**src/include/vbd_map.svh**
```systemverilog
// Encodings, field limits and level constants for the video back-end
`ifndef VBD_MAP_SVH
`define VBD_MAP_SVH
`define VBD_W_30 2'h0
`define VBD_W_20 2'h1
`define VBD_W_10 2'h2
`define VBD_TM_OFF 2'h0
`define VBD_TM_BARS 2'h1
`define VBD_TM_RAMP 2'h2
`define VBD_TM_LEVEL 2'h3
`define VBD_BAR_75 11'h5FF
`define VBD_DAC_MAX 11'h7FF
`define VBD_PROD_HI 20
`define VBD_PROD_LO 9
`define VBD_LSB8_MASK 10'h3FC
`define VBD_CGMS_LAST 5'h13
`define VBD_H_ONE 12'h001
`define VBD_V_ONE 11'h001
`define VBD_H_ZERO 12'h000
`define VBD_V_ZERO 11'h000
`define VBD_BAR_SHIFT 3
`endif

```
**src/include/vbd_pkg.sv**
```systemverilog
// Shared types of the video back-end datapath and timing block
package vbd_pkg;
    typedef struct packed {
        logic clip_en;
        logic [9:0] clip_lo;
        logic [9:0] clip_hi;
        logic [9:0] offset;
        logic [10:0] gain;
    } vbd_csm_cfg_t;
    typedef struct packed {
        logic [11:0] h_total, h_act_start, h_act_end;
        logic [11:0] hsync_w, pos_w, broad_w, eq_w, hs_out_start, hs_out_w;
        logic [10:0] v_total, v_act_start, v_act_end, v_broad_end, v_eq_end;
        logic [10:0] vs_out_start, vs_out_w, vbi_pass_first, vbi_pass_last;
        logic [10:0] cgms_line;
        logic hs_out_pol, vs_out_pol, trilevel_en;
    } vbd_tg_cfg_t;
    typedef struct packed {
        logic [10:0] blank, neg_sync, pos_sync, broad, eq, cgms_high;
    } vbd_lvl_cfg_t;
    typedef struct packed {
        logic [9:0] gy, bcb, rcr;
        logic source_hsync, source_vsync, source_field_id;
    } vbd_pix_t;
    typedef enum logic [1:0] {
        VBD_PH_CB = 2'b00,
        VBD_PH_Y0 = 2'b01,
        VBD_PH_CR = 2'b11,
        VBD_PH_Y1 = 2'b10
    } vbd_phase_t;
endpackage

```
**src/vbd_top.sv**
```systemverilog
// Video back-end: input buffer, formatter, scaling, timing, output selector
`timescale 1ns/1ps
`include "vbd_map.svh"
module vbd_top
    import vbd_pkg::*;
(
    input wire logic clk_sys_in,
    input wire logic rst_in,
    input wire logic ce_in,
    input wire vbd_pix_t pix_in,
    input wire logic pix_valid_in,
    output logic pix_ready_out,
    input wire logic emb_h_in,
    input wire logic emb_v_in,
    input wire logic emb_f_in,
    input wire logic [1:0] input_width_sel_in,
    input wire logic data8_mode_in,
    input wire logic embedded_timing_select_in,
    input wire logic master_slave_select_in,
    input wire logic pc_graphics_mode_in,
    input wire logic pixel_rate_high_in,
    input wire logic oversample_en_in,
    input wire logic sync_all_in,
    input wire logic vbi_pass_en_in,
    input wire logic digital_out_disable_in,
    input wire logic cgms_en_in,
    input wire logic [19:0] cgms_bits_in,
    input wire logic [11:0] cgms_start_in,
    input wire logic [7:0] cgms_bit_w_in,
    input wire logic [1:0] test_mode_in,
    input wire logic [2:0][10:0] test_level_in,
    input wire vbd_csm_cfg_t [2:0] csm_cfg_in,
    input wire vbd_tg_cfg_t tg_cfg_in,
    input wire vbd_lvl_cfg_t lvl_cfg_in,
    output logic [2:0][10:0] dac_out,
    output logic hsync_out,
    output logic vsync_out,
    output logic field_out,
    output logic source_hsync_out,
    output logic source_hsync_oe_out,
    output logic source_vsync_out,
    output logic source_vsync_oe_out,
    output logic [9:0] digital_data_out,
    output logic digital_out_en_out,
    output logic csc_bypass_out,
    output logic clk_full_en_out,
    output logic clk_half_en_out
);

    function automatic logic in_win(input logic [11:0] x, input logic [11:0] s,
                                    input logic [11:0] w);
        in_win = (x >= s) && ({1'b0, x} < ({1'b0, s} + {1'b0, w}));
    endfunction

    function automatic logic bar_on(input logic [2:0] idx, input int ch);
        // Channel 0 green, 1 blue, 2 red
        if (ch == 0)
            bar_on = ~idx[2];
        else if (ch == 1)
            bar_on = ~idx[0];
        else
            bar_on = ~idx[1];
    endfunction

    // Mode resolution
    wire w10 = (input_width_sel_in == `VBD_W_10);
    wire emb_eff = embedded_timing_select_in | w10;
    wire master_eff = master_slave_select_in & pc_graphics_mode_in
                      & ~emb_eff;

    // Clock driver strobes; clk_sys_in is the doubled clock
    logic full_r, half_r, full_nxt, half_nxt;
    assign full_nxt = ~full_r;
    assign half_nxt = full_r ? ~half_r : half_r;
    wire tick = oversample_en_in ? full_r : 1'b1;

    // Two-entry input buffer
    vbd_pix_t buf_r [2];
    logic wr_r, rd_r, rdy_r;
    logic [1:0] cnt_r;
    wire push = pix_valid_in & rdy_r;
    wire pop = tick & (cnt_r != 2'h0);
    wire [1:0] cnt_nxt = cnt_r + {1'b0, push} - {1'b0, pop};
    wire vbd_pix_t ent = buf_r[rd_r];

    always_ff @(posedge clk_sys_in)
    begin
        if (rst_in)
        begin
            wr_r <= 1'b0;
            rd_r <= 1'b0;
            cnt_r <= 2'h0;
            rdy_r <= 1'b0;
            full_r <= 1'b0;
            half_r <= 1'b0;
        end
        else if (ce_in)
        begin
            if (push)
            begin
                buf_r[wr_r] <= pix_in;
                wr_r <= ~wr_r;
            end
            if (pop)
                rd_r <= ~rd_r;
            cnt_r <= cnt_nxt;
            rdy_r <= cnt_nxt != 2'h2;
            full_r <= full_nxt;
            half_r <= half_nxt;
        end
    end

    // Timing counters, locked to the source when slave
    logic [11:0] hcnt_r, hcnt_nxt;
    logic [10:0] vcnt_r, vcnt_nxt;
    logic h_prev_r, v_prev_r, fid_r;
    wire src_h = emb_eff ? emb_h_in : ent.source_hsync;
    wire src_v = emb_eff ? emb_v_in : ent.source_vsync;
    wire src_f = emb_eff ? emb_f_in : ent.source_field_id;
    wire h_edge = pop & ~master_eff & src_h & ~h_prev_r;
    wire v_edge = pop & ~master_eff & src_v & ~v_prev_r;
    wire h_end = hcnt_r == (tg_cfg_in.h_total - `VBD_H_ONE);
    wire v_end = vcnt_r == (tg_cfg_in.v_total - `VBD_V_ONE);
    wire [10:0] vnext = v_end ? `VBD_V_ZERO : vcnt_r + `VBD_V_ONE;
    assign hcnt_nxt = (h_edge | h_end) ? `VBD_H_ZERO : hcnt_r + `VBD_H_ONE;
    assign vcnt_nxt = v_edge ? `VBD_V_ZERO :
                      (h_edge | h_end) ? vnext : vcnt_r;

    wire [11:0] vx = {1'b0, vcnt_r};
    wire act_line = in_win(vx, {1'b0, tg_cfg_in.v_act_start},
        {1'b0, tg_cfg_in.v_act_end - tg_cfg_in.v_act_start});
    wire vbi_line = vbi_pass_en_in & in_win(vx,
        {1'b0, tg_cfg_in.vbi_pass_first},
        {1'b0, tg_cfg_in.vbi_pass_last - tg_cfg_in.vbi_pass_first}
        + `VBD_H_ONE);
    wire act_pix = in_win(hcnt_r, tg_cfg_in.h_act_start,
        tg_cfg_in.h_act_end - tg_cfg_in.h_act_start);
    wire pass = act_pix & (act_line | vbi_line);
    wire broad_line = vcnt_r < tg_cfg_in.v_broad_end;
    wire eq_line = ~broad_line & (vcnt_r < tg_cfg_in.v_eq_end);
    wire [11:0] half_line = {1'b0, tg_cfg_in.h_total[11:1]};

    // Blanking level word per line type
    wire neg_win = in_win(hcnt_r, `VBD_H_ZERO, tg_cfg_in.hsync_w);
    wire pos_win = tg_cfg_in.trilevel_en
                   & in_win(hcnt_r, tg_cfg_in.hsync_w, tg_cfg_in.pos_w);
    wire broad_win = in_win(hcnt_r, `VBD_H_ZERO, tg_cfg_in.broad_w)
                   | in_win(hcnt_r, half_line, tg_cfg_in.broad_w);
    wire eq_win = in_win(hcnt_r, `VBD_H_ZERO, tg_cfg_in.eq_w)
                | in_win(hcnt_r, half_line, tg_cfg_in.eq_w);
    wire [10:0] sync_word =
        broad_line ? (broad_win ? lvl_cfg_in.broad : lvl_cfg_in.blank) :
        eq_line ? (eq_win ? lvl_cfg_in.eq : lvl_cfg_in.blank) :
        neg_win ? lvl_cfg_in.neg_sync :
        pos_win ? lvl_cfg_in.pos_sync : lvl_cfg_in.blank;

    // Display and source sync outputs
    wire hs_nxt = in_win(hcnt_r, tg_cfg_in.hs_out_start, tg_cfg_in.hs_out_w)
                  ^ tg_cfg_in.hs_out_pol;
    wire vs_nxt = in_win(vx, {1'b0, tg_cfg_in.vs_out_start},
                  {1'b0, tg_cfg_in.vs_out_w}) ^ tg_cfg_in.vs_out_pol;

    // Input formatter
    vbd_phase_t ph_r, ph_nxt;
    logic cr_sel_r;
    logic [2:0][9:0] ch_r;
    wire [9:0] mask = data8_mode_in ? `VBD_LSB8_MASK : 10'h3FF;
    wire [9:0] d_gy = ent.gy & mask;
    wire [9:0] d_cb = ent.bcb & mask;
    wire [9:0] d_cr = ent.rcr & mask;
    always_comb
    begin
        case (ph_r)
            VBD_PH_CB: ph_nxt = VBD_PH_Y0;
            VBD_PH_Y0: ph_nxt = VBD_PH_CR;
            VBD_PH_CR: ph_nxt = VBD_PH_Y1;
            default: ph_nxt = VBD_PH_CB;
        endcase
    end

    // Copy-control and colour-bar counters
    logic [7:0] cg_cnt_r;
    logic [4:0] cg_idx_r;
    logic cg_run_r;
    wire cg_line = cgms_en_in & (vcnt_r == tg_cfg_in.cgms_line);
    wire cg_start = cg_line & (hcnt_r == cgms_start_in);
    wire cg_step = cg_cnt_r == (cgms_bit_w_in - 8'h01);
    wire cg_bit = cgms_bits_in[`VBD_CGMS_LAST - cg_idx_r];
    logic [11:0] bar_cnt_r;
    logic [2:0] bar_idx_r;
    wire [11:0] bar_w = (tg_cfg_in.h_act_end - tg_cfg_in.h_act_start)
                        >> `VBD_BAR_SHIFT;
    wire bar_step = bar_cnt_r == (bar_w - `VBD_H_ONE);

    always_ff @(posedge clk_sys_in)
    begin
        if (rst_in)
        begin
            hcnt_r <= `VBD_H_ZERO;
            vcnt_r <= `VBD_V_ZERO;
            h_prev_r <= 1'b0;
            v_prev_r <= 1'b0;
            fid_r <= 1'b0;
            ph_r <= VBD_PH_CB;
            cr_sel_r <= 1'b0;
            ch_r <= '0;
            cg_cnt_r <= 8'h00;
            cg_idx_r <= 5'h00;
            cg_run_r <= 1'b0;
            bar_cnt_r <= `VBD_H_ZERO;
            bar_idx_r <= 3'h0;
        end
        else if (ce_in && tick)
        begin
            hcnt_r <= hcnt_nxt;
            vcnt_r <= vcnt_nxt;
            if (cg_start)
            begin
                cg_run_r <= 1'b1;
                cg_cnt_r <= 8'h00;
                cg_idx_r <= 5'h00;
            end
            else if (cg_run_r)
            begin
                cg_cnt_r <= cg_step ? 8'h00 : cg_cnt_r + 8'h01;
                if (cg_step)
                begin
                    cg_idx_r <= cg_idx_r + 5'h01;
                    cg_run_r <= cg_idx_r != `VBD_CGMS_LAST;
                end
            end
            if (hcnt_r == tg_cfg_in.h_act_start)
            begin
                bar_cnt_r <= `VBD_H_ZERO;
                bar_idx_r <= 3'h0;
            end
            else
            begin
                bar_cnt_r <= bar_step ? `VBD_H_ZERO : bar_cnt_r + `VBD_H_ONE;
                bar_idx_r <= bar_idx_r + {2'h0, bar_step};
            end
            if (pop)
            begin
                h_prev_r <= src_h;
                v_prev_r <= src_v;
                fid_r <= src_f;
                cr_sel_r <= h_edge ? 1'b0 : ~cr_sel_r;
                ph_r <= h_edge ? VBD_PH_Y0 : ph_nxt;
                if (w10)
                begin
                    if (h_edge || ph_r == VBD_PH_CB)
                        ch_r[1] <= d_gy;
                    else if (ph_r == VBD_PH_CR)
                        ch_r[2] <= d_gy;
                    else
                        ch_r[0] <= d_gy;
                end
                else if (input_width_sel_in == `VBD_W_20)
                begin
                    ch_r[0] <= d_gy;
                    if (h_edge || !cr_sel_r)
                        ch_r[1] <= d_cb;
                    else
                        ch_r[2] <= d_cb;
                end
                else
                    ch_r <= {d_cr, d_cb, d_gy};
            end
        end
    end

    // Per-channel clip, offset, gain and output selection
    logic [2:0][10:0] word_nxt, prev_r;
    generate
        for (genvar c = 0; c < 3; c++)
        begin : g_ch
            wire [9:0] lo_cl = (ch_r[c] < csm_cfg_in[c].clip_lo) ?
                               csm_cfg_in[c].clip_lo : ch_r[c];
            wire [9:0] cl = (lo_cl > csm_cfg_in[c].clip_hi) ?
                            csm_cfg_in[c].clip_hi : lo_cl;
            wire [9:0] clipped = csm_cfg_in[c].clip_en ? cl : ch_r[c];
            wire [9:0] shifted = (clipped > csm_cfg_in[c].offset) ?
                clipped - csm_cfg_in[c].offset : 10'h000;
            wire [20:0] prod = shifted * csm_cfg_in[c].gain;
            wire [10:0] scaled = prod[`VBD_PROD_HI] ? `VBD_DAC_MAX :
                prod[`VBD_PROD_HI-1:`VBD_PROD_LO];
            wire [11:0] sum = {1'b0, scaled} + {1'b0, prev_r[c]};
            wire [10:0] vid = (oversample_en_in && !full_r) ?
                              sum[11:1] : scaled;
            wire [10:0] blank_w = (c == 0 || sync_all_in) ?
                                  sync_word : lvl_cfg_in.blank;
            wire [10:0] cg_w = (c == 0 && cg_bit) ?
                               lvl_cfg_in.cgms_high : lvl_cfg_in.blank;
            wire [10:0] bar_w11 = bar_on(bar_idx_r, c) ?
                                  `VBD_BAR_75 : 11'h000;
            wire [10:0] tst_w =
                (test_mode_in == `VBD_TM_BARS) ? bar_w11 :
                (test_mode_in == `VBD_TM_RAMP) ? hcnt_r[10:0] :
                test_level_in[c];
            wire tst_on = (test_mode_in != `VBD_TM_OFF) & act_pix & act_line;
            assign word_nxt[c] = tst_on ? tst_w :
                                 cg_run_r ? cg_w :
                                 pass ? vid : blank_w;

            always_ff @(posedge clk_sys_in)
            begin
                if (rst_in)
                    prev_r[c] <= 11'h000;
                else if (ce_in && tick)
                    prev_r[c] <= scaled;
            end
        end
    endgenerate

    // Registered outputs
    always_ff @(posedge clk_sys_in)
    begin
        if (rst_in)
        begin
            for (int i = 0; i < 3; i++)
                dac_out[i] <= lvl_cfg_in.blank & 11'h000;
            hsync_out <= 1'b0;
            vsync_out <= 1'b0;
            field_out <= 1'b0;
            source_hsync_out <= 1'b0;
            source_hsync_oe_out <= 1'b0;
            source_vsync_out <= 1'b0;
            source_vsync_oe_out <= 1'b0;
            digital_data_out <= 10'h000;
            digital_out_en_out <= 1'b0;
            csc_bypass_out <= 1'b0;
            clk_full_en_out <= 1'b0;
            clk_half_en_out <= 1'b0;
            pix_ready_out <= 1'b0;
        end
        else if (ce_in)
        begin
            dac_out <= word_nxt;
            hsync_out <= hs_nxt;
            vsync_out <= vs_nxt;
            field_out <= fid_r;
            source_hsync_out <= hs_nxt;
            source_hsync_oe_out <= master_eff;
            source_vsync_out <= vs_nxt;
            source_vsync_oe_out <= master_eff;
            if (pop)
                digital_data_out <= ent.gy;
            digital_out_en_out <= w10 & ~digital_out_disable_in;
            csc_bypass_out <= pc_graphics_mode_in & pixel_rate_high_in;
            clk_full_en_out <= full_nxt;
            clk_half_en_out <= half_nxt & full_nxt;
            pix_ready_out <= cnt_nxt != 2'h2;
        end
    end

endmodule // vbd_top

```
**config.mk**
```make
export PLATFORM = sky130hd
export DESIGN_NAME = vbd_top
export DESIGN_NICKNAME = d
export VERILOG_FILES = /design/src/include/vbd_pkg.sv /design/src/vbd_top.sv
export VERILOG_INCLUDE_DIRS = /design/src /design/src/include
export SDC_FILE = /design/constraint.sdc
export NUM_CORES = 2
export LEC_CHECK = 0
export ABC_CLOCK_PERIOD_IN_PS = 18900
export BUFFER_PORTS_ARGS = -buffer_cell sky130_fd_sc_hd__buf_2
export CAP_MARGIN = 15
export CORE_MARGIN = 10
export CORE_UTILIZATION = 58
export DETAILED_ROUTE_END_ITERATION = 6
export PLACE_DENSITY = 0.81
export SETUP_SLACK_MARGIN = 0.4
export SLEW_MARGIN = 20
export SYNTH_ARGS = -nofsm -noshare
export SYNTH_HDL_FRONTEND = slang
export SYNTH_SLANG_ARGS = --single-unit
```
**constraint.sdc**
```tcl
create_clock -name clk_sys_in -period 18.9 [get_ports clk_sys_in]
set_input_delay 2.835 -clock clk_sys_in [delete_from_list [all_inputs] [get_ports clk_sys_in]]
set_output_delay 2.835 -clock clk_sys_in [all_outputs]
set_load 0.01 [all_outputs]
```
==> impl_results.md <==
* Status: finished, final reports clean
* Clk root buf: clkbuf_16
* H-tree Lvls at 1
* Predominant post-synthesis flop cell: dfxtp_1
* Initial Util at 58.41%
* Die Y at roughly 280 µm
* CP max FO at 21
* Fillers at approximately 5800
* Lkg Pwr at between 20 and 25 nW
* Sequential area share after synthesis at ~14%
* Final setup violation count at 0
* Placeable Area at about 67000 µm²
* Synth Area per Inst at about 8 µm²
* Hold path startpoint: dac_out[5]
* Power per cell area at 82.58 nW/µm²
* RSZ-0062 raised after global routing: no
* Reg-to-reg startpoint: ch_r[11]
* Commonest non-fill, non-tap cell in the layout: ha_1
* Max-cap violations at 0
* VDD IR-drop max at between 80 and 90 µV
* Post-place setup slack at approximately 1400 ps
* Clock-pin slew on the worst setup and hold paths at around 70 ps
* Most frequent cells in the layout: ha_1 (619), buf_2 (593), inv_1 (534), nand2_1 (402), nor2_1 (370)
* Number of nets with antenna violations after routing at 0
* Hpwl dp at between 100 and 150 mm
* Startpoint types: input port
* Post-CTS sizing at 0
* Critical path class: in2reg
* Crit path top cell by count: a21o_1
* Worst r2r dst: dac_out[20]
* Nets at 6722
* Number of buffers inserted by port buffering at around 590
* Cell taking the most area after synthesis: ha_1
* WP data arrival at 17210 ps
* Final slew viol count at 0
* CP endpoint kind: register
* Min Tclk post-route at about 17000 ps
* Gpl congestion at between 0.9 and 1
* Fraction of layout cells with a size suffix above 1 at 14.45%
* Final worst slack at roughly 2200 ps
* Synth warn at 0
* Worst skew pair latency at about 600 ps
* Via Count at between 30000 and 40000
* Reg2Reg Depth at between 50 and 60
* Hold buffers post-CTS at 0
* CTS tree: yes
* Total Wirelength at approximately 130 mm
* Clock Skew at 23.06 ps
* Io pins at 595
* Critical path's largest stage delay at between 700 and 800 ps
* Global-route wire length before repair at 200.1 mm
* Routed length per instance at 20.35 µm
* Sink Count at about 250
* Multi-input gate area at 30950 µm²
* Finished Cell Area at 44050 µm²
* Via density at around 6
* Slowest-stage cell, CP: nor4b_2
* Worst hold path type: reg2reg
* Post-synthesis cell area at just under 40000 µm²
* Non-filler cells in the finished layout at around 6300
* R2R setup slack at 3910 ps
* WP data required at between 15000 and 20000 ps
* Hold path depth at 2
* Initial antenna violation count at between 40 and 50
* Synth cell types at 96
* Post-Synthesis Cells at approximately 4800
* Vias in the first global route at about 37000
* Period utilization at 88.57%
* CTS max path bufs at 3
* Residual DRC count at 0
* Die Area at 78300 µm²
* Layout area overhead at 12.50%
* Instance area at placement at between 40000 and 50000 µm²
* Register area at about 5600 µm²
* Grt total ovfl at 0
* Largest net degree at the start of global routing at 75
* #FFs+latches synth at about 250
* Row cnt at 95
* Final hold vios at 0
* Setup TNS at 0 ps
* 1st-pass router iterations at 6
* Worst hold endpoint: dac_out[5]
* Max frequency at between 0.05 and 0.06 GHz
* Placed instance count at 6181
* Tot GR Track Use at 31.34%
* Initial DRC Count at between 3000 and 4000
* Syn Nets at approximately 6200
* Die width at ~280 µm
* Number of enable flip-flop cells after synthesis at 66
* CTS Buf Count at 30
* Synth area leaders: ha_1 (20%), fa_1 (11%), dfxtp_1 (9.2%)
* Worst-margin pin slew at around 1100 ps
* Yosys top cell area share at 19.78%
* # Post-CTS Setup Buffers at 0
* Slew HR at between 20% and 30%
* Ys async rst share at 0%
## layer usage
metal | wire (µm) | up-vias | global-route usage [%]
met5 | 25 | - | 0
met4 | 4851 | 4 | 12.34
met2 | 59690 | 1550 | 52.71
met1 | 52180 | 17830 | 38.89
met3 | 10940 | 269 | 6.248
li1 | - | 18060 | -
## cells in the mapped netlist (22+ instances only)
library cell,n
and3_1,56
nor2b_1,48
inv_1,534
nand4_1,53
a22o_1,27
or3_1,30
edfxtp_1,66
nor2_1,371
a221oi_1,22
a31oi_1,39
o211ai_1,47
nand3_1,83
a211oi_1,91
fa_1,223
mux2i_1,85
nor3_1,90
a21oi_1,294
o22ai_1,35
buf_1,28
o21bai_1,43
ha_1,619
nand2_1,402
xnor2_1,153
a21o_1,121
dfxtp_1,179
o21ai_0,214
nand2b_1,89
clkbuf_1,143
o21a_1,48
xor2_1,114
and2_1,173
## report_power, final
part / internal, mW / switching [mW] / leakage, nW
Clock: 0.345 / 0.248 / 0.509
Combinational: 0.996 / 1.45 / 20.1
Sequential: 0.569 / 0.0254 / 2.05
Total: 1.91 / 1.73 / 22.7
## worst max-delay path, delay by kind of cell
family	cells	cell delay [ps]
compound gates	25	6140
xor+xnor	1	170
fa+ha+maj	10	4210
buf+inv	7	480
simple gates	14	3360
## cell families after synthesis
| logic type | Yosys count | share of synthesized area (%) |
|---|---|---|
| xor gates and xnor gates | 268 | 6.030 |
| and+or+nand+nor | 1479 | 18.47 |
| buffers and inverters | 714 | 6.902 |
| DFF | 245 | 14.21 |
| AOI/OAI and AO/OA | 1189 | 20.11 |
| muxes | 110 | 3.093 |
| adders and majority gates | 842 | 31.18 |
## registers in the layout, summed over array words and instances, names as in the netlist, 2 cells and up, named ones only
register          count
hcnt_r               12
ph_r                  2
bar_cnt_r            12
digital_data_out     10
ch_r                 30
dac_out              33
vcnt_r               11
cg_idx_r              5
cnt_r                 2
cg_cnt_r              8
buf_r                66
prev_r               33
bar_idx_r             3
## area by class of cell
type                            instances  area share (%)
Clock buffer                           42           2.017
Antenna cell                           37          0.2102
Timing Repair Buffer                  639           7.521
Clock inverter                         14          0.3209
Multi-Input combinational cell       3888           70.25
Sequential cell                       245           12.64
Tap cell                              873           2.479
Inverter                              536           4.567
## metrics by stage
step	power, mW	hold WS (ps)	utilization (%)
3_5_place_dp	3.015	448.1	64.02
2_1_floorplan	2.423	440.6	-
3_3_place_gp	2.959	441.4	64.01
5_1_grt	3.998	479.5	65.69
6_report	3.638	458.6	65.71
4_1_cts	3.627	455.3	65.55
## how the worst max path moves through the flow
stage	from	end	slack, ps	cells past startpoint
2_1_floorplan	csm_cfg_in[32]	dac_out[9]	3370	66
3_3_place_gp	csm_cfg_in[74]	dac_out[20]	1630	55
3_5_place_dp	csm_cfg_in[74]	dac_out[20]	1390	55
4_1_cts	csm_cfg_in[74]	dac_out[20]	1910	55
5_1_grt	csm_cfg_in[74]	dac_out[20]	1000	57
6_report	csm_cfg_in[74]	dac_out[20]	2160	57
No activity file was read; power rests on OpenSTA's default activity.
